**src/frcap_pkg.sv**
```systemverilog
/*
  frcap_pkg: shared constants for the frame-rate capability register bank:
  register offsets, capability values per product variant, bus responses
  and the register-select enumeration.
  assumes: byte addresses on a 32-bit AXI4-Lite bus, one word per register.
*/
`default_nettype none
package frcap_pkg;

  // ----------------------------------------------------------------------
  // register offsets (byte addresses)
  // ----------------------------------------------------------------------
  localparam logic [11:0] OFF_VGA_YUV422  = 12'h20C;  // 640x480 yuv 4:2:2
  localparam logic [11:0] OFF_VGA_MONO8   = 12'h214;  // 640x480 mono 8-bit
  localparam logic [11:0] OFF_VGA_MONO16  = 12'h218;  // 640x480 mono 16-bit
  localparam logic [11:0] OFF_SVGA_YUV422 = 12'h220;  // 800x600 yuv 4:2:2
  localparam logic [11:0] OFF_IGN_CNT     = 12'h300;  // ignored-write counter

  // ----------------------------------------------------------------------
  // rate field layout: bit 0 is 1.875 fps, each bit doubles, bit 7 240 fps
  // ----------------------------------------------------------------------
  localparam int          RATE_BITS      = 8;
  localparam int          RATE_1P875_BIT = 0;
  localparam int          RATE_240_BIT   = 7;
  localparam logic [7:0]  RATE_ALLOWED   = 8'h1F;     // 60/120/240 never shown

  // ----------------------------------------------------------------------
  // capability values, first (v0) and second (v1) variant
  // ----------------------------------------------------------------------
  localparam logic [7:0]  CAPS_VGA_YUV_V0  = 8'h00;
  localparam logic [7:0]  CAPS_VGA_YUV_V1  = 8'h1F;
  localparam logic [7:0]  CAPS_VGA_MONO    = 8'h1F;   // mono8 and mono16
  localparam logic [7:0]  CAPS_SVGA_YUV_V0 = 8'h00;
  localparam logic [7:0]  CAPS_SVGA_YUV_V1 = 8'h0E;   // bit 0 reserved

  // ----------------------------------------------------------------------
  // bus answers and reset values
  // ----------------------------------------------------------------------
  localparam logic [1:0]  RESP_OKAY   = 2'h0;
  localparam logic [1:0]  RESP_SLVERR = 2'h2;
  localparam int          IGN_CLR_BIT = 0;            // write 1 here to clear
  localparam logic [15:0] IGN_CNT_RST = 16'h0000;

  // register select, decoded from an address
  typedef enum logic [2:0] {
    SEL_NONE      = 3'b000,
    SEL_VGA_YUV   = 3'b001,
    SEL_VGA_MONO8 = 3'b010,
    SEL_VGA_MONO16= 3'b011,
    SEL_SVGA_YUV  = 3'b100,
    SEL_IGN_CNT   = 3'b101
  } reg_sel_t;

endpackage
`default_nettype wire

```
**src/frcap_wr_port.sv**
```systemverilog
/*
  frcap_wr_port: AXI4-Lite write channels. takes address and data in
  either order, fires one pulse when both are held, then answers on b.
  assumes: the parent decodes wr_addr_out and returns wr_resp_in the
  same cycle as the fire pulse.
*/
`timescale 1ns/1ps
`default_nettype none
module frcap_wr_port
  import frcap_pkg::*;
#(
  parameter int ADDR_W = 12,
  parameter int DATA_W = 32
) (
  input  wire logic              clk_in,
  input  wire logic              rst_in,
  input  wire logic [ADDR_W-1:0] awaddr_in,
  input  wire logic              awvalid_in,
  output logic                   awready_out,
  input  wire logic [DATA_W-1:0] wdata_in,
  input  wire logic [DATA_W/8-1:0] wstrb_in,
  input  wire logic              wvalid_in,
  output logic                   wready_out,
  output logic [1:0]             bresp_out,
  output logic                   bvalid_out,
  input  wire logic              bready_in,
  output logic [ADDR_W-1:0]      wr_addr_out,
  output logic [DATA_W-1:0]      wr_data_out,
  output logic [DATA_W/8-1:0]    wr_strb_out,
  output logic                   wr_fire_out,
  input  wire logic [1:0]        wr_resp_in
);
  logic aw_held_q;  // address captured, waiting for the pair
  logic w_held_q;   // data captured, waiting for the pair

  // ready drops while a half is held or a response is pending
  assign awready_out = !aw_held_q && !bvalid_out;
  assign wready_out  = !w_held_q && !bvalid_out;
  assign wr_fire_out = aw_held_q && w_held_q && !bvalid_out;

  // address half
  always_ff @(posedge clk_in or posedge rst_in) begin
    if (rst_in) begin
      aw_held_q   <= 1'b0;
      wr_addr_out <= '0;
    end else if (awvalid_in && awready_out) begin
      aw_held_q   <= 1'b1;
      wr_addr_out <= awaddr_in;
    end else if (wr_fire_out) begin
      aw_held_q   <= 1'b0;
    end
  end

  // data half
  always_ff @(posedge clk_in or posedge rst_in) begin
    if (rst_in) begin
      w_held_q    <= 1'b0;
      wr_data_out <= '0;
      wr_strb_out <= '0;
    end else if (wvalid_in && wready_out) begin
      w_held_q    <= 1'b1;
      wr_data_out <= wdata_in;
      wr_strb_out <= wstrb_in;
    end else if (wr_fire_out) begin
      w_held_q    <= 1'b0;
    end
  end

  // response, held until the master takes it
  always_ff @(posedge clk_in or posedge rst_in) begin
    if (rst_in) begin
      bvalid_out <= 1'b0;
      bresp_out  <= RESP_OKAY;
    end else if (wr_fire_out) begin
      bvalid_out <= 1'b1;
      bresp_out  <= wr_resp_in;
    end else if (bready_in) begin
      bvalid_out <= 1'b0;
    end
  end

endmodule
`default_nettype wire

```
**src/frcap_rd_port.sv**
```systemverilog
/*
  frcap_rd_port: AXI4-Lite read channels. holds the address one cycle,
  then registers the word and response from the parent's decode.
  assumes: rd_data_in and rd_resp_in follow rd_addr_out combinationally.
*/
`timescale 1ns/1ps
`default_nettype none
module frcap_rd_port
  import frcap_pkg::*;
#(
  parameter int ADDR_W = 12,
  parameter int DATA_W = 32
) (
  input  wire logic              clk_in,
  input  wire logic              rst_in,
  input  wire logic [ADDR_W-1:0] araddr_in,
  input  wire logic              arvalid_in,
  output logic                   arready_out,
  output logic [DATA_W-1:0]      rdata_out,
  output logic [1:0]             rresp_out,
  output logic                   rvalid_out,
  input  wire logic              rready_in,
  output logic [ADDR_W-1:0]      rd_addr_out,
  input  wire logic [DATA_W-1:0] rd_data_in,
  input  wire logic [1:0]        rd_resp_in
);
  logic ar_held_q;  // address captured, word not yet loaded

  // one read at a time: no new address until the answer is taken
  assign arready_out = !ar_held_q && !rvalid_out;

  // address capture; address stays put while the answer stands
  always_ff @(posedge clk_in or posedge rst_in) begin
    if (rst_in) begin
      ar_held_q   <= 1'b0;
      rd_addr_out <= '0;
    end else if (arvalid_in && arready_out) begin
      ar_held_q   <= 1'b1;
      rd_addr_out <= araddr_in;
    end else if (ar_held_q) begin
      ar_held_q   <= 1'b0;
    end
  end

  // answer, held until the master takes it
  always_ff @(posedge clk_in or posedge rst_in) begin
    if (rst_in) begin
      rvalid_out <= 1'b0;
      rdata_out  <= '0;
      rresp_out  <= RESP_OKAY;
    end else if (ar_held_q) begin
      rvalid_out <= 1'b1;
      rdata_out  <= rd_data_in;
      rresp_out  <= rd_resp_in;
    end else if (rready_in) begin
      rvalid_out <= 1'b0;
    end
  end

endmodule
`default_nettype wire

```
**src/frame_rate_capability_regs.sv**
```systemverilog
/*
  frame_rate_capability_regs: read-only frame-rate capability words of a
  camera, one per format/mode, served over AXI4-Lite, plus a counter of
  writes that were ignored.
  assumes: one clock, asynchronous active-high reset, a well-behaved
  AXI4-Lite master with at most one read and one write under way.

  // How it works
  // - bits 0..7: 1.875 fps doubling to 240 fps
  // - vga yuv422 word: zero, or 0x1F on v1
  // - vga mono8 word reads 0x1F always
  // - vga mono16 word reads 0x1F always
  // - svga yuv422: zero, or 0x0E on v1
  // - 60, 120, 240 fps bits never set
  // - one means available, zero means not
*/
`timescale 1ns/1ps
`default_nettype none
module frame_rate_capability_regs
  import frcap_pkg::*;
#(
  parameter int ADDR_W      = 12,
  parameter int DATA_W      = 32,
  parameter int CNT_W       = 16,
  parameter bit VARIANT_SEL = 1'b0   // 0 first variant, 1 second
) (
  input  wire logic              REF_CLK_IN,
  input  wire logic              RST_IN,
  input  wire logic [ADDR_W-1:0] S_AXI_AWADDR_IN,
  input  wire logic              S_AXI_AWVALID_IN,
  output logic                   S_AXI_AWREADY_OUT,
  input  wire logic [DATA_W-1:0] S_AXI_WDATA_IN,
  input  wire logic [DATA_W/8-1:0] S_AXI_WSTRB_IN,
  input  wire logic              S_AXI_WVALID_IN,
  output logic                   S_AXI_WREADY_OUT,
  output logic [1:0]             S_AXI_BRESP_OUT,
  output logic                   S_AXI_BVALID_OUT,
  input  wire logic              S_AXI_BREADY_IN,
  input  wire logic [ADDR_W-1:0] S_AXI_ARADDR_IN,
  input  wire logic              S_AXI_ARVALID_IN,
  output logic                   S_AXI_ARREADY_OUT,
  output logic [DATA_W-1:0]      S_AXI_RDATA_OUT,
  output logic [1:0]             S_AXI_RRESP_OUT,
  output logic                   S_AXI_RVALID_OUT,
  input  wire logic              S_AXI_RREADY_IN
);

  // ----------------------------------------------------------------------
  // variant tables
  // ----------------------------------------------------------------------
  // values are fixed by the variant parameter, nothing can rewrite them
  localparam logic [7:0] TBL_VGA_YUV  = VARIANT_SEL ? CAPS_VGA_YUV_V1 : CAPS_VGA_YUV_V0;
  localparam logic [7:0] TBL_SVGA_YUV = VARIANT_SEL ? CAPS_SVGA_YUV_V1 : CAPS_SVGA_YUV_V0;

  logic [RATE_BITS-1:0] caps_vga_yuv;    // per-rate bits, vga yuv422
  logic [RATE_BITS-1:0] caps_vga_mono8;  // per-rate bits, vga mono8
  logic [RATE_BITS-1:0] caps_vga_mono16; // per-rate bits, vga mono16
  logic [RATE_BITS-1:0] caps_svga_yuv;   // per-rate bits, svga yuv422

  logic [ADDR_W-1:0]    wr_addr;         // held write address
  logic [DATA_W-1:0]    wr_data;         // held write data
  logic [DATA_W/8-1:0]  wr_strb;         // held write strobes
  logic                 wr_fire;         // write pair complete
  logic [1:0]           wr_resp;         // answer for the held write
  logic [ADDR_W-1:0]    rd_addr;         // held read address
  logic [DATA_W-1:0]    rd_word;         // word for the held read
  logic [1:0]           rd_resp;         // answer for the held read
  reg_sel_t             rd_sel;          // decoded read target
  reg_sel_t             wr_sel;          // decoded write target
  logic [CNT_W-1:0]     ign_cnt_q;       // writes dropped so far
  logic                 ign_clr;         // software asks for a clear

  // ----------------------------------------------------------------------
  // capability bits, one slice per rate
  // ----------------------------------------------------------------------
  // the allowed mask is applied per bit so that a table slip can never
  // advertise a rate the sensor cannot hold
  for (genvar b = 0; b < RATE_BITS; b++) begin : g_rate
    // rate b stands for 1.875 fps times two to the power b
    assign caps_vga_yuv[b]    = TBL_VGA_YUV[b] & RATE_ALLOWED[b];
    assign caps_vga_mono8[b]  = CAPS_VGA_MONO[b] & RATE_ALLOWED[b];
    assign caps_vga_mono16[b] = CAPS_VGA_MONO[b] & RATE_ALLOWED[b];
    // bit 0 of the svga word is reserved and forced low
    assign caps_svga_yuv[b]   = (b != RATE_1P875_BIT) &&
                                TBL_SVGA_YUV[b] && RATE_ALLOWED[b];
  end

  // ----------------------------------------------------------------------
  // address decode
  // ----------------------------------------------------------------------
  // low two address bits are ignored: each register is one aligned word
  always_comb begin
    if (rd_addr[ADDR_W-1:2] == OFF_VGA_YUV422[ADDR_W-1:2]) begin
      rd_sel = SEL_VGA_YUV;
    end else if (rd_addr[ADDR_W-1:2] == OFF_VGA_MONO8[ADDR_W-1:2]) begin
      rd_sel = SEL_VGA_MONO8;
    end else if (rd_addr[ADDR_W-1:2] == OFF_VGA_MONO16[ADDR_W-1:2]) begin
      rd_sel = SEL_VGA_MONO16;
    end else if (rd_addr[ADDR_W-1:2] == OFF_SVGA_YUV422[ADDR_W-1:2]) begin
      rd_sel = SEL_SVGA_YUV;
    end else if (rd_addr[ADDR_W-1:2] == OFF_IGN_CNT[ADDR_W-1:2]) begin
      rd_sel = SEL_IGN_CNT;
    end else begin
      rd_sel = SEL_NONE;  // unmapped
    end
  end

  // same decode for the write side
  always_comb begin
    if (wr_addr[ADDR_W-1:2] == OFF_VGA_YUV422[ADDR_W-1:2]) begin
      wr_sel = SEL_VGA_YUV;
    end else if (wr_addr[ADDR_W-1:2] == OFF_VGA_MONO8[ADDR_W-1:2]) begin
      wr_sel = SEL_VGA_MONO8;
    end else if (wr_addr[ADDR_W-1:2] == OFF_VGA_MONO16[ADDR_W-1:2]) begin
      wr_sel = SEL_VGA_MONO16;
    end else if (wr_addr[ADDR_W-1:2] == OFF_SVGA_YUV422[ADDR_W-1:2]) begin
      wr_sel = SEL_SVGA_YUV;
    end else if (wr_addr[ADDR_W-1:2] == OFF_IGN_CNT[ADDR_W-1:2]) begin
      wr_sel = SEL_IGN_CNT;
    end else begin
      wr_sel = SEL_NONE;
    end
  end

  // ----------------------------------------------------------------------
  // read word mux
  // ----------------------------------------------------------------------
  // upper bits are zero-filled; outside the counter word a one is only ever a real capability
  always_comb begin
    rd_word = '0;
    rd_resp = RESP_OKAY;
    case (rd_sel)
      SEL_VGA_YUV:    rd_word[RATE_BITS-1:0] = caps_vga_yuv;
      SEL_VGA_MONO8:  rd_word[RATE_BITS-1:0] = caps_vga_mono8;
      SEL_VGA_MONO16: rd_word[RATE_BITS-1:0] = caps_vga_mono16;
      SEL_SVGA_YUV:   rd_word[RATE_BITS-1:0] = caps_svga_yuv;
      SEL_IGN_CNT:    rd_word[CNT_W-1:0]     = ign_cnt_q;
      default:        rd_resp = RESP_SLVERR;                     // unmapped
    endcase
  end

  // ----------------------------------------------------------------------
  // write handling
  // ----------------------------------------------------------------------
  // inquiry words accept a write with OKAY and drop it; unmapped is an error
  assign wr_resp = (wr_sel == SEL_NONE) ? RESP_SLVERR : RESP_OKAY;
  assign ign_clr = wr_fire && (wr_sel == SEL_IGN_CNT) &&
                   wr_strb[0] && wr_data[IGN_CLR_BIT];

  // counts dropped writes so software can spot a driver writing the
  // inquiry words; saturates rather than wraps to stay meaningful
  always_ff @(posedge REF_CLK_IN or posedge RST_IN) begin
    if (RST_IN) begin
      ign_cnt_q <= CNT_W'(IGN_CNT_RST);
    end else if (ign_clr) begin
      ign_cnt_q <= '0;
    end else if (wr_fire && (wr_sel != SEL_IGN_CNT) && !(&ign_cnt_q)) begin
      ign_cnt_q <= ign_cnt_q + 1'b1;
    end
  end

  // ----------------------------------------------------------------------
  // bus channels
  // ----------------------------------------------------------------------
  frcap_wr_port #(
    .ADDR_W (ADDR_W),
    .DATA_W (DATA_W)
  ) u_wr (
    .clk_in      (REF_CLK_IN),
    .rst_in      (RST_IN),
    .awaddr_in   (S_AXI_AWADDR_IN),
    .awvalid_in  (S_AXI_AWVALID_IN),
    .awready_out (S_AXI_AWREADY_OUT),
    .wdata_in    (S_AXI_WDATA_IN),
    .wstrb_in    (S_AXI_WSTRB_IN),
    .wvalid_in   (S_AXI_WVALID_IN),
    .wready_out  (S_AXI_WREADY_OUT),
    .bresp_out   (S_AXI_BRESP_OUT),
    .bvalid_out  (S_AXI_BVALID_OUT),
    .bready_in   (S_AXI_BREADY_IN),
    .wr_addr_out (wr_addr),
    .wr_data_out (wr_data),
    .wr_strb_out (wr_strb),
    .wr_fire_out (wr_fire),
    .wr_resp_in  (wr_resp)
  );

  frcap_rd_port #(
    .ADDR_W (ADDR_W),
    .DATA_W (DATA_W)
  ) u_rd (
    .clk_in      (REF_CLK_IN),
    .rst_in      (RST_IN),
    .araddr_in   (S_AXI_ARADDR_IN),
    .arvalid_in  (S_AXI_ARVALID_IN),
    .arready_out (S_AXI_ARREADY_OUT),
    .rdata_out   (S_AXI_RDATA_OUT),
    .rresp_out   (S_AXI_RRESP_OUT),
    .rvalid_out  (S_AXI_RVALID_OUT),
    .rready_in   (S_AXI_RREADY_IN),
    .rd_addr_out (rd_addr),
    .rd_data_in  (rd_word),
    .rd_resp_in  (rd_resp)
  );

  logic rd_inq;  // the answer on r is for an inquiry word
  assign rd_inq = (rd_sel == SEL_VGA_YUV) || (rd_sel == SEL_VGA_MONO8) ||
                  (rd_sel == SEL_VGA_MONO16) || (rd_sel == SEL_SVGA_YUV);
  logic wr_inq;  // the held write targets an inquiry word
  assign wr_inq = (wr_sel == SEL_VGA_YUV) || (wr_sel == SEL_VGA_MONO8) ||
                  (wr_sel == SEL_VGA_MONO16) || (wr_sel == SEL_SVGA_YUV);
endmodule
`default_nettype wire

```
**config.mk**
```make
export PLATFORM = sky130hd
export DESIGN_NAME = frame_rate_capability_regs
export DESIGN_NICKNAME = d
export VERILOG_FILES = /design/src/frcap_pkg.sv /design/src/frcap_wr_port.sv /design/src/frcap_rd_port.sv /design/src/frame_rate_capability_regs.sv
export SDC_FILE = /design/constraint.sdc
export NUM_CORES = 1
export LEC_CHECK = 0
export BUFFER_PORTS_ARGS = -buffer_cell sky130_fd_sc_hd__buf_2
export CORE_AREA = 5 5 84 86
export DETAILED_ROUTE_END_ITERATION = 7
export DIE_AREA = 0 0 89 91
export PLACE_DENSITY = 0.76
export REMOVE_ABC_BUFFERS = 1
export SYNTH_ARGS = -nofsm -noshare
export SYNTH_HDL_FRONTEND = slang
export SYNTH_SLANG_ARGS = --single-unit
```
**constraint.sdc**
```tcl
create_clock -name REF_CLK_IN -period 4.73 [get_ports REF_CLK_IN]
set_input_delay 0.2365 -clock REF_CLK_IN [delete_from_list [all_inputs] [get_ports REF_CLK_IN]]
set_output_delay 0.2365 -clock REF_CLK_IN [all_outputs]
set_load 0.02 [all_outputs]
```
# --- After elaboration in Yosys (flattened, before gate mapping) ---
# Index checks and enable logic that the tools add are counted.
totals:
  latchBits: 0
  register_bits: 67
  out_inout_bits: 41
  rom_bits: 0
  mem_count: 0
  mem_bits_rw: 0
  elab_cells: 83
  input_bits: 67
op_classes:
  reduce_logical: 28
  magnitude_cmp: 0
  shift: 0
  n_addsub: 1
  mul: 0
  bitwise: 0
  div: 0
  eq_ne: 17
  n_mux: 24
ops:
  columns: ["operator", "count"]
  rows:
  - ["10-bit by 8-bit equality test with 1-bit output (second input constant)", 10]
  - ["16-bit 2-to-1 mux", 2]
  - ["3-bit 2-to-1 mux", 10]
  - ["16-bit by 1-bit adder with 16-bit output (second input constant)", 1]
  - ["8-bit case mux with 2 select lines", 1]
  - ["16-bit AND reduction", 1]
  - ["1-bit logical AND", 13]
  - ["2-bit nonzero test", 5]
  - ["3-bit equality test (second input constant)", 3]
  - ["1-bit 2-to-1 mux", 8]
  - ["8-bit 2-to-1 mux", 1]
  - ["3-bit by 2-bit equality test with 1-bit output (second input constant)", 2]
  - ["1-bit zero test", 6]
  - ["5-bit OR reduction", 1]
  - ["2-bit 2-to-1 mux", 2]
  - ["3-bit by 1-bit equality test with 1-bit output (second input constant)", 1]
  - ["3-bit zero test", 1]
  - ["3-bit != test (second input constant)", 1]
  - ["2-bit OR reduction", 1]

# --- Longest topological paths before layout ---
# Gate-level depths: netlist (run 1).
logic_depth:
  word_depth: 11
  mapped_depth: 8

# --- Cells and area by module ---
# A second synthesis (run 1) with hierarchy kept.
hier_totals:
  hier_cells: 366
  area_unflattened_um2: 5149.9
modules_own_cells:
  columns: ["module", "cells_each", "instances", "area_each_um2"]
  rows:
  - ["frcap_wr_port", 121, 1, 2134.5]
  - ["frcap_rd_port", 104, 1, 1794.2]
  - ["frame_rate_capability_regs", 141, 1, 1221.2]

# --- Worst setup path before layout (run 1) ---
# Ideal clock, no wire load.
synth_path:
  kind: "reg2reg"
  startpoint: "reg u_wr.wr_addr_out[11]"
  endpoint: "reg ign_cnt_q[1]"
  path_slack_ns: 2.569
  setup_ns: 0.134
  required_ns: 4.596
  stages_incl_launch_ff: 7
  arrival_time_ns: 2.028
  cell_sequence: "dfrtp_1 or4b_4 or4_1 buf_2 or3_4 nand2_1 o21ai_1"
synth_via:
  elab_chain_cells: 11
  elab_cells_between_ends: 19
  cone_classes: "7 x eq/ne; 6 x mux; 6 x reduce/logical"
synth_rtl:
  columns: ["item", "line", "text"]
  rows:
  - ["start, declared", "frcap_wr_port.sv:27", "output logic [ADDR_W-1:0] wr_addr_out,"]
  - ["start signal, assigned", "frcap_wr_port.sv:48", "wr_addr_out <= awaddr_in;"]
  - ["10-bit by 8-bit equality test with 1-bit output", "frame_rate_capability_regs.sv:118", "end else if (wr_addr[ADDR_W-1:2] == OFF_IGN_CNT[ADDR_W-1:2]) begin"]
  - ["3-bit 2-to-1 mux", "frame_rate_capability_regs.sv:118", null]
  - ["3-bit 2-to-1 mux", "frame_rate_capability_regs.sv:116", "end else if (wr_addr[ADDR_W-1:2] == OFF_SVGA_YUV422[ADDR_W-1:2]) begin"]
  - ["3-bit 2-to-1 mux", "frame_rate_capability_regs.sv:114", "end else if (wr_addr[ADDR_W-1:2] == OFF_VGA_MONO16[ADDR_W-1:2]) begin"]
  - ["3-bit 2-to-1 mux", "frame_rate_capability_regs.sv:112", "end else if (wr_addr[ADDR_W-1:2] == OFF_VGA_MONO8[ADDR_W-1:2]) begin"]
  - ["3-bit 2-to-1 mux (*)", "frame_rate_capability_regs.sv:110", "if (wr_addr[ADDR_W-1:2] == OFF_VGA_YUV422[ADDR_W-1:2]) begin"]
  - ["3-bit equality test", "frame_rate_capability_regs.sv:147", "assign ign_clr = wr_fire && (wr_sel == SEL_IGN_CNT) &&"]
  - ["1-bit logical AND (2 in series)", "frame_rate_capability_regs.sv:147", null]
  - ["1-bit logical AND", "frame_rate_capability_regs.sv:148", "wr_strb[0] && wr_data[IGN_CLR_BIT];"]
  - ["16-bit 2-to-1 mux / 2-bit nonzero test (equally long branches)", null, null]
  - ["end signal, assigned", "frame_rate_capability_regs.sv:154", "ign_cnt_q <= CNT_W'(IGN_CNT_RST);"]
  - ["end signal, assigned", "frame_rate_capability_regs.sv:158", "ign_cnt_q <= ign_cnt_q + 1'b1;"]
  - ["end, declared", "frame_rate_capability_regs.sv:70", "logic [CNT_W-1:0] ign_cnt_q;"]
# Every way passes the cells marked *; elsewhere a longest branch is shown, timed or not.
# A chain may end at the register's enable or synchronous reset.

# --- Worst setup path after layout (run 1) ---
layout_path:
  startpoint: "reg u_wr.wr_addr_out[2]"
  endpoint: "reg ign_cnt_q[12]"
# The elaborated chain is that of the path after synthesis.

==> impl_metrics.csv, run 1 <==
group,metric,value,unit
clock_network,cts_resized,0,
setup_path,cp_num_cells,4,
detailed_routing,wl_met1,2424,um
clock_network,clock_sinks,61,
die,io_pins,108,
global_routing,grt_pass1_vias,2155,
sta,hold_slack,0.07663,ns
yosys,ys_types,45,
worst_hold_path,hold_class,"input port to flip-flop",
detailed_routing,routed.top_layer,"met4",
sta,hold_viol,0,
yosys,yosys.area_share.adder,0.4202,%
final_layout,antenna_cells,0,
yosys,synthFlopType,"dfrtp_1",
final_layout,final_cells,419,
final_layout,fin_util,55.41,%
clock_network,cts-root-buf,"clkbuf_8",
detailed_routing,met2_length,2870,um
setup_path,cp_cell_sequence,"or4b_1, or4_1, nor3_4, nor2_1",
detailed_routing,route.detailed.drc,0,
yosys,netlist.area_leader.share,51.26,%
setup_path,startpoint_type,"flip-flop",
clock_network,h-tree-depth,3,
final_layout,multi_input_area,1272,um^2
sta,slew_viol_final,0,
power_and_ir_drop,ir_drop,0.2793,mV
yosys,async_flop_share,100.0,%
yosys,syn_inst,288,
placement,io_buffer_count,51,
detailed_routing,met3_length,319,um
yosys,synthSimpleGateAreaFrac,17.90,%
yosys,synth_edf_count,0,
clock_network,hold_buffers,0,
clock_network,clkTransAtPathRegs,0.07,ns
placement,gp_congestion,0.8053,
global_routing,grt_max_degree,62,
setup_path,cp-end-kind,"flip-flop",
setup_path,cpLargestDelayFamily,"simple AND/OR/NAND/NOR gates",
setup_path,ff2ff_path_depth,4,
yosys,synth_top_family_by_area,"simple AND/OR/NAND/NOR gates",
setup_path,r2r-end,"ign_cnt_q[12]$_DFFE_PP0P_",
yosys,synth_mux_area_share,9.286,%
setup_path,critical_path_class,"flip-flop to flip-flop",
setup_path,arrival,2.61,ns
die,fp-row-count,29,
global_routing,grt_use_total,15.62,%
yosys,synthXorXnorAreaFrac,3.529,%
final_layout,syn_to_final_growth,15.46,%
power_and_ir_drop,p_total,1.775,mW
placement,dp_slack,2.317,ns
sta,setup_viol,0,
detailed_routing,wl,5745,um
final_layout,seqCellArea,1526,um^2
clock_network,cts_tree,"yes",
clock_network,cts_setup_buffers,0,
sta,fin_crit_sh,50.72,%
sta,fin_ws,2.331,ns
detailed_routing,drtPass1Iterations,4,
yosys,ys_warn_count,0,
setup_path,crit_buf_inv,0,
detailed_routing,ant_nets,0,
final_layout,drive_gt1_share,27.78,%
detailed_routing,drt_iter0_markers,172,
setup_path,cp_max_fo,13,
yosys,ys_seq_area_share,51.26,%
setup_path,crit_required,4.94,ns
run,max_cap_viol_count,0,
setup_path,crit_end,"ign_cnt_q[12]$_DFFE_PP0P_",
clock_network,clock_latency,0.34,ns
setup_path,regToRegStartpoint,"u_wr.wr_addr_out[2]$_DFFE_PP0P_",
yosys,synth-compound-area-share,9.328,%
detailed_routing,num_vias,2189,
final_layout,design_area,3438,um^2
die,initial_utilization,47.99,%
yosys,yosys_register_bits,61,
clock_network,cts_made_buffers,9,
die,fp.dieH,91,um
outcome,status,"completed",
setup_path,crit_path_start,"u_wr.wr_addr_out[2]$_DFFE_PP0P_",
placement,dp_cells,403,
power_and_ir_drop,cellPowerDensity,516.3,nW/um^2
sta,tightest_slew,1.006,ns
final_layout,finish.net_count,405,
detailed_routing,vias_per_cell,5.224,
die,dieWidth,89,um
detailed_routing,wl_per_cell,13.71,um
sta,fmax,0.4168,GHz
final_layout,nFillCells,552,
yosys,syn_area,2978,um^2
power_and_ir_drop,leakagePower,1.608,nW
placement,place_area,3214,um^2
clock_network,clockBufferDepth,2,
yosys,yosysTopAreaCell,"dfrtp_1",
die,core,6205,um^2
global_routing,antenna_found_initial,0,
die,die-area,8099,um^2
sta,fin_tns_setup,0,ns
sta,finalClockSkew,0.006908,ns
yosys,synth_area_per_cell,10.34,um^2
sta,relSlewSlack,32.69,%
sta,fin_crit,2.399,ns
setup_path,critPathMaxStageDelay,0.61,ns
sta,grt_setup_unrepaired,"no",
setup_path,critPathSlowestCell,"or4_1",
placement,hpwl,4103,um
yosys,yosys-top-cells-area,"dfrtp_1, mux2_2, buf_4",
setup_path,reg2reg_setup_slack,2.33,ns
global_routing,overflow,0,
global_routing,grt_pass1_wl,10020,um
where the power goes:
| group | switching (mW) | total (mW) | internal [mW] |
|---|---|---|---|
| clock network | 0.206 | 0.516 | 0.310 |
| logic | 0.244 | 0.451 | 0.207 |
| registers | 0.145 | 0.808 | 0.663 |
| total | 0.595 | 1.78 | 1.18 |
worst min-delay path by stage:
| stage | start | endpoint | cells past startpoint |
|---|---|---|---|
| final | S_AXI_BREADY_IN | u_wr.bvalid_out$_DFFE_PP0P_ | 2 |
| after global routing | S_AXI_BREADY_IN | u_wr.bvalid_out$_DFFE_PP0P_ | 2 |
| after CTS | S_AXI_BREADY_IN | u_wr.bvalid_out$_DFFE_PP0P_ | 2 |
| after detailed placement | S_AXI_BREADY_IN | u_wr.bvalid_out$_DFFE_PP0P_ | 2 |
| after global placement | S_AXI_BREADY_IN | u_wr.bvalid_out$_DFFE_PP0P_ | 2 |
| after floorplan | S_AXI_BREADY_IN | u_wr.bvalid_out$_DFFE_PP0P_ | 1 |
cell usage after synthesis (all sizes together) (3+ instances only):
master,n
nor3,5
nand2,11
o21ai,17
mux2,21
a31oi,3
xnor2,6
and3,7
dfrtp,61
clkbuf,11
xor2,6
nand4,9
a211oi,5
inv,15
buf,20
a21oi,11
mux2i,4
nor2,30
nand3,14
and2,3
worst register-to-register path: cells and delay by family, from the launching register on:
kind / cells / cell delay [ns]
flops: 1 / 0.42
simple gates: 4 / 1.84
per-layer routing:
layer	vias to the layer above	track usage, %
met5	-	0
met2	44	24.26
met1	1053	20.00
met4	0	7.568
met3	11	4.253
li1	1081	-
flip-flops by register name (all words and copies together), names as in the netlist, 10 cells and up:
name and flops:
ign_cnt_q 16, u_rd.rdata_out 16, u_rd.rd_addr_out 10, u_wr.wr_addr_out 10
layout by cell type (no fill, tap or decap), drive strengths merged, types with 2 or more instances in the layout:
cell / count
or4: 2
and3: 7
mux2: 21
a31oi: 3
or3: 2
and4: 2
mux2i: 4
clkbuf: 10
nand2: 11
a311oi: 2
xor2: 6
nand3b: 2
a211oi: 5
a21oi: 11
buf: 52
nand2b: 2
dfrtp: 61
nor3: 5
nor2: 30
inv: 15
and2: 3
or4b: 2
a21o: 2
nand3: 14
conb: 18
nor2b: 2
bufinv: 2
nand4: 9
xnor2: 6
clkinv: 3
o21ai: 17
final cells by class:
cell class | count | area share (%)
clock inverter | 6 | 2.511
sequential | 61 | 44.40
timing repair buffer | 52 | 7.642
inverter | 15 | 1.638
multi-input combinational | 198 | 37.01
tap | 77 | 2.802
clock buffer | 10 | 4.003
cell families after synthesis:
logic type               Yosys count
AND/OR/NAND/NOR                   97
flip-flops                        61
buffers and inverters             46
AO/OA/AOI/OAI                     45
multiplexers                      25
XOR/XNOR                          12
adder cells (fa/ha/maj)            1
other                              1
Power figures use the tool's default switching activity.
==> run 2: changes to the inputs <==
--- a/config.mk
+++ b/config.mk
@@ -5,10 +5,11 @@
 export SDC_FILE = /design/constraint.sdc
 export NUM_CORES = 1
 export LEC_CHECK = 0
+export ABC_AREA = 1
 export BUFFER_PORTS_ARGS = -buffer_cell sky130_fd_sc_hd__buf_2
-export CORE_AREA = 5 5 84 86
+export CORE_AREA = 5 5 88 90
 export DETAILED_ROUTE_END_ITERATION = 7
-export DIE_AREA = 0 0 89 91
+export DIE_AREA = 0 0 93 95
 export PLACE_DENSITY = 0.76
 export REMOVE_ABC_BUFFERS = 1
 export SYNTH_ARGS = -nofsm -noshare
==> constraint.sdc (replaced) <==
create_clock -name REF_CLK_IN -period 2.43 [get_ports REF_CLK_IN]
set_input_delay 0.1215 -clock REF_CLK_IN [delete_from_list [all_inputs] [get_ports REF_CLK_IN]]
set_output_delay 0.1215 -clock REF_CLK_IN [all_outputs]
set_load 0.02 [all_outputs]
==> impl_metrics.csv, run 2 <==
group,metric,value,unit
outcome,status,"completed",
placement,io_buffer_count,51,
yosys,synth_area_per_cell,7.975,um^2
placement,gp_congestion,0.8886,
global_routing,grt_use_total,17.11,%
sta,tightest_slew,0.7508,ns
die,fp-row-count,31,
detailed_routing,num_vias,2839,
power_and_ir_drop,swShare,39.53,%
final_layout,mostFrequentLayoutCell,"nand2_1",
final_layout,syn_to_final_growth,14.34,%
global_routing,grt_max_degree,31,
sta,slew_viol_final,0,
final_layout,antenna_cells,0,
power_and_ir_drop,pwr-share-clk,22.9,%
detailed_routing,wl,7046,um
yosys,yosys-top-cells-area,"dfrtp_1, nand2_1, nand3_1",
global_routing,antenna_found_initial,0,
clock_network,clockBufferDepth,2,
die,core,6982,um^2
setup_path,cpLargestDelayFamily,"simple AND/OR/NAND/NOR gates",
detailed_routing,vias_per_cell,4.998,
run,max_cap_viol_count,0,
detailed_routing,drt_iter0_markers,140,
sta,fin_crit,1.726,ns
sta,fin_crit_sh,71.02,%
global_routing,grt_pass1_vias,2776,
clock_network,clkTransAtPathRegs,0.06,ns
sta,relSlewSlack,49.89,%
worst_hold_path,hold_class,"input port to flip-flop",
detailed_routing,drtPass1Iterations,4,
power_and_ir_drop,ir_drop,0.6408,mV
yosys,syn_area,3349,um^2
detailed_routing,wl_per_cell,12.40,um
yosys,yosysMostFrequentCell,"nand2_1",
yosys,yosysTopAreaCell,"dfrtp_1",
yosys,netlist.area_leader.share,45.57,%
clock_network,clock_sinks,61,
final_layout,drive_gt1_share,20.78,%
sta,finalClockSkew,0.007489,ns
setup_path,cp_cell_sequence,"ha_1, nand3_2, inv_2, nand2_4, nor3_2, nor2_2, buf_4, nand3_1, nand2_1",
setup_path,crit_buf_inv,2,
global_routing,grt_pass1_wl,12100,um
setup_path,crit_required,2.65,ns
setup_path,critical_path_class,"flip-flop to flip-flop",
sta,grt_setup_unrepaired,"no",
sta,hold_slack,0.007893,ns
sta,fin_tns_setup,0,ns
die,die-area,8835,um^2
yosys,yosys_register_bits,61,
setup_path,startpoint_type,"flip-flop",
final_layout,top_regs,"ign_cnt_q: 16 flops, u_rd.rdata_out: 16 flops",
yosys,netlist_top_cells_count,"nand2_1, dfrtp_1, nor2_1",
power_and_ir_drop,cellPowerDensity,868.1,nW/um^2
clock_network,clock_latency,0.34,ns
clock_network,h-tree-depth,3,
clock_network,cts_tree,"yes",
power_and_ir_drop,switchingPower,1.314,mW
setup_path,critPathMaxStageDelay,0.50,ns
yosys,synthFlopType,"dfrtp_1",
sta,fmax,0.5795,GHz
yosys,ys_seq_area_share,45.57,%
yosys,synth_edf_count,0,
clock_network,cts-root-buf,"clkbuf_8",
global_routing,overflow,0,
die,io_pins,108,
sta,hold_viol,0,
die,initial_utilization,47.97,%
detailed_routing,ant_nets,0,
power_and_ir_drop,p_total,3.325,mW
yosys,async_flop_share,100.0,%
yosys,ys_types,32,
yosys,ys_warn_count,0,
final_layout,layout_common_cells,"nand2_1, dfrtp_1, buf_2, nor2_1, nand3_1",
placement,hpwl,5102,um
setup_path,arrival,1.95,ns
power_and_ir_drop,leakagePower,1.971,nW
clock_network,cts_made_buffers,9,
power_and_ir_drop,pwr-share-comb,32.1,%
die,dieWidth,93,um
clock_network,cts_setup_buffers,0,
final_layout,finish.net_count,550,
power_and_ir_drop,seqPwrFrac,44.9,%
setup_path,cp_max_fo,14,
power_and_ir_drop,p_int,2.010,mW
yosys,syn_inst,420,
die,fp.dieH,95,um
setup_path,cp-end-kind,"flip-flop",
setup_path,critPathSlowestCell,"dfrtp_1",
sta,setup_viol,0,
detailed_routing,route.detailed.drc,0,
[run 2: cell count changes after synthesis, moves of 13 or more]
cell     previous run  this run
mux2_2             21         5
nand3_2             0        13
nand2_1            11       110
nor2_1             30        48
nand3_1            14        45
inv_1              15        33
[run 2: routing by layer]
layer	vias to the layer above	part of all wire (%)	GRT usage (%)
li1	1442	-	-
met1	1319	46	21.69
met2	70	47	28.49
met3	8	4.8	3.187
met4	0	1.4	7.692
met5	-	0	0
[run 2: power groups by stage]
stage | logic (mW) | clock network, mW | registers, mW
2_1_floorplan | 0.759 | 0 | 1.50
3_3_place_gp | 1.02 | 0 | 1.50
3_5_place_dp | 1.06 | 0 | 1.51
4_1_cts | 1.08 | 0.783 | 1.49
5_1_grt | 1.21 | 0.828 | 1.53
6_report | 1.07 | 0.762 | 1.49
[run 2: tightest hold or removal path, cell delays in order]
cell and delay (ns):
buf_2 0.08, nand2_1 0.04, o21ai_0 0.06
[run 2: logic make-up after synthesis]
family / after synthesis / synth area share, %
and+or+nand+nor: 242 / 34.07
DFF: 61 / 45.57
xor gates and xnor gates: 7 / 1.830
muxes: 5 / 1.681
buffers and inverters: 69 / 10.65
other: 1 / 0.1120
adders and majority gates: 1 / 0.3735
AOI/OAI and AO/OA: 34 / 5.715
[run 2: what timing repair did]
item,in CTS,in global routing
resized for setup,0,0
endpoints found under the hold margin,32,0
hold buffers,8,0
[run 2: area by class of cell]
cell class,count,area (um^2)
Sequential cell,61,1526
Timing Repair Buffer,62,357.8
Fill cell,674,3152
Tap cell,82,102.6
Clock inverter,2,10.01
Clock buffer,13,148.9
Inverter,41,153.9
Multi-Input combinational cell,307,1530
[run 2: worst paths after layout]
path / start / to / slack, ns / cells past startpoint
min reg2reg: u_rd.rdata_out[0]$_DFFE_PP0P_ / u_rd.rdata_out[0]$_DFFE_PP0P_ / 0.47 / 2
max reg2reg: ign_cnt_q[0]$_DFFE_PP0P_ / ign_cnt_q[15]$_DFFE_PP0P_ / 0.70 / 9
max: ign_cnt_q[0]$_DFFE_PP0P_ / ign_cnt_q[15]$_DFFE_PP0P_ / 0.70 / 9
min: S_AXI_ARADDR_IN[11] / u_rd.rd_addr_out[11]$_DFFE_PP0P_ / 0.008 / 3
max in group asynchronous: RST_IN / u_rd.rdata_out[13]$_DFFE_PP0P_ / 1.40 / 4
min in group asynchronous: RST_IN / u_rd.rd_addr_out[2]$_DFFE_PP0P_ / 0.38 / 3
[run 2: per-stage QoR]
stage | area, um^2 | instances | utilization, % | worst slack [ns]
after CTS | 3830 | 568 | 54.86 | 0.6836
after global routing | 3830 | 568 | 54.86 | 0.5777
after floorplan | 3211 | 409 | - | 0.7499
after detailed placement | 3591 | 545 | 51.43 | 0.6918
final | 3830 | 568 | 54.86 | 0.7043
after global placement | 3591 | 545 | 51.43 | 0.7479
==> run 3: changes to the inputs <==
==> constraint.sdc (replaced) <==
create_clock -name REF_CLK_IN -period 1.7 [get_ports REF_CLK_IN]
set_input_delay 0.085 -clock REF_CLK_IN [delete_from_list [all_inputs] [get_ports REF_CLK_IN]]
set_output_delay 0.085 -clock REF_CLK_IN [all_outputs]
set_load 0.02 [all_outputs]
==> impl_metrics.csv, run 3 (synthesized netlist as in run 2, its figures left out) <==
group,metric,value,unit
die,io_pins,108,
clock_network,cts-root-buf,"clkbuf_8",
placement,hpwl,5129,um
die,dieWidth,93,um
die,die-area,8835,um^2
sta,grt_setup_unrepaired,"no",
worst_hold_path,hold_class,"input port to flip-flop",
placement,dp_slack,-0.07177,ns
sta,fin_tns_setup,0,ns
setup_path,critical_path_class,"flip-flop to flip-flop",
sta,finalClockSkew,0.006935,ns
die,fp-row-count,31,
detailed_routing,drt_iter0_markers,108,
detailed_routing,ant_nets,0,
sta,hold_viol,0,
detailed_routing,route.detailed.drc,0,
clock_network,h-tree-depth,3,
die,fp.dieH,95,um
clock_network,clockBufferDepth,2,
global_routing,grt_max_degree,62,
global_routing,grt_use_total,18.48,%
run,max_cap_viol_count,0,
sta,fin_crit,1.530,ns
power_and_ir_drop,leakagePower,2.140,nW
detailed_routing,wl_per_cell,12.14,um
final_layout,nFillCells,643,
outcome,status,"completed",
final_layout,drive_gt1_share,23.40,%
clock_network,cts_tree,"yes",
final_layout,syn_to_final_growth,23.83,%
clock_network,cts_made_buffers,9,
setup_path,cp-end-kind,"flip-flop",
setup_path,crit_required,1.98,ns
setup_path,crit_path_start,"ign_cnt_q[0]$_DFFE_PP0P_",
power_and_ir_drop,ir_drop,1.047,mV
die,core,6982,um^2
final_layout,top_regs,"ign_cnt_q: 16 flops, u_rd.rdata_out: 16 flops",
final_layout,design_area,4148,um^2
global_routing,grt_pass1_wl,13080,um
sta,tightest_slew,0.5366,ns
final_layout,layout_common_cells,"nand2_1, dfrtp_1, buf_2, nor2_1, nand3_1",
final_layout,finish.net_count,581,
placement,gp_congestion,0.9088,
die,initial_utilization,47.97,%
sta,fin_ws,0.1700,ns
power_and_ir_drop,cellPowerDensity,1209,nW/um^2
sta,relSlewSlack,64.14,%
global_routing,overflow,0,
setup_path,cp_max_fo,14,
sta,setup_viol,0,
detailed_routing,vias_per_cell,4.886,
detailed_routing,wl,7272,um
sta,slew_viol_final,0,
setup_path,regToRegStartpoint,"ign_cnt_q[0]$_DFFE_PP0P_",
sta,fmax,0.6536,GHz
sta,fin_crit_sh,90.00,%
setup_path,startpoint_type,"flip-flop",
detailed_routing,drtPass1Iterations,4,
final_layout,antenna_cells,0,
placement,place_area,3744,um^2
final_layout,mostFrequentLayoutCell,"nand2_1",
global_routing,antenna_found_initial,0,
setup_path,arrival,1.81,ns
clock_network,clock_sinks,61,
detailed_routing,num_vias,2927,
clock_network,clkTransAtPathRegs,0.07,ns
global_routing,grt_pass1_vias,3032,
clock_network,clock_latency,0.34,ns
worst_hold_path,worstHoldStart,"S_AXI_AWADDR_IN[6]",
placement,io_buffer_count,51,
==> run 3: path summary, 6_finish.rpt <==
path	end	slack, ns	cells after the start
setup / recovery	ign_cnt_q[15]$_DFFE_PP0P_	0.17	8
hold / removal	u_wr.wr_addr_out[6]$_DFFE_PP0P_	0.007	3
setup reg to reg	ign_cnt_q[15]$_DFFE_PP0P_	0.17	8
hold reg to reg	u_rd.rdata_out[0]$_DFFE_PP0P_	0.48	2
max in group asynchronous	u_rd.rdata_out[13]$_DFFE_PP0P_	1.09	4
min in group asynchronous	u_wr.wr_addr_out[11]$_DFFE_PP0P_	0.35	4
==> run 3: routing by layer <==
layer / vias up / global-route usage (%) / part of all wire, %
li1: 1503 / - / -
met4: 0 / 7.937 / 1.8
met3: 11 / 3.028 / 4.6
met2: 67 / 32.93 / 49
met5: - / 0 / 0
met1: 1346 / 22.05 / 45
==> run 3: layout make-up <==
class | count | area [um^2] | share of cell area [%]
sequential | 61 | 1526 | 36.80
tap | 82 | 102.6 | 2.474
timing repair buffer | 93 | 650.6 | 15.69
clock inverter | 6 | 55.05 | 1.327
clock buffer | 9 | 123.9 | 2.986
multi-input combinational | 307 | 1535 | 37.01
inverter | 41 | 153.9 | 3.710
==> run 3: critical path, cell delays in order, from the launching register on <==
cell     delay [ns]
dfrtp_1        0.38
ha_1           0.24
nand3_2        0.10
inv_2          0.05
nand2_4        0.05
nor3_2         0.04
nor2_4         0.38
nand3_1        0.14
nand2_1        0.07
==> run 3: what timing repair did <==
action,4_1_cts,5_1_grt
hold buffers,22,0
setup buffers,0,0
endpoints found under the hold margin,82,0
setup endpoints to repair,14,0
resized for setup,1,0
==> run 3: metrics by stage <==
step           total power, mW  std cells  hold slack (ns)  utilization (%)
3_5_place_dp             3.771        562           0.1747            53.62
2_1_floorplan            3.229        409           0.1757                -
3_3_place_gp             3.704        562           0.1676            53.62
6_report                 5.013        599         0.007350            59.41
4_1_cts                  5.040        599         0.003269            59.41
5_1_grt                  5.409        599         0.005158            59.41
==> run 3: power breakdown <==
part           internal, mW  switching (mW)  leakage (nW)
registers              1.81           0.256         0.782
clock network         0.655           0.560        0.0984
logic                 0.614            1.11          1.26
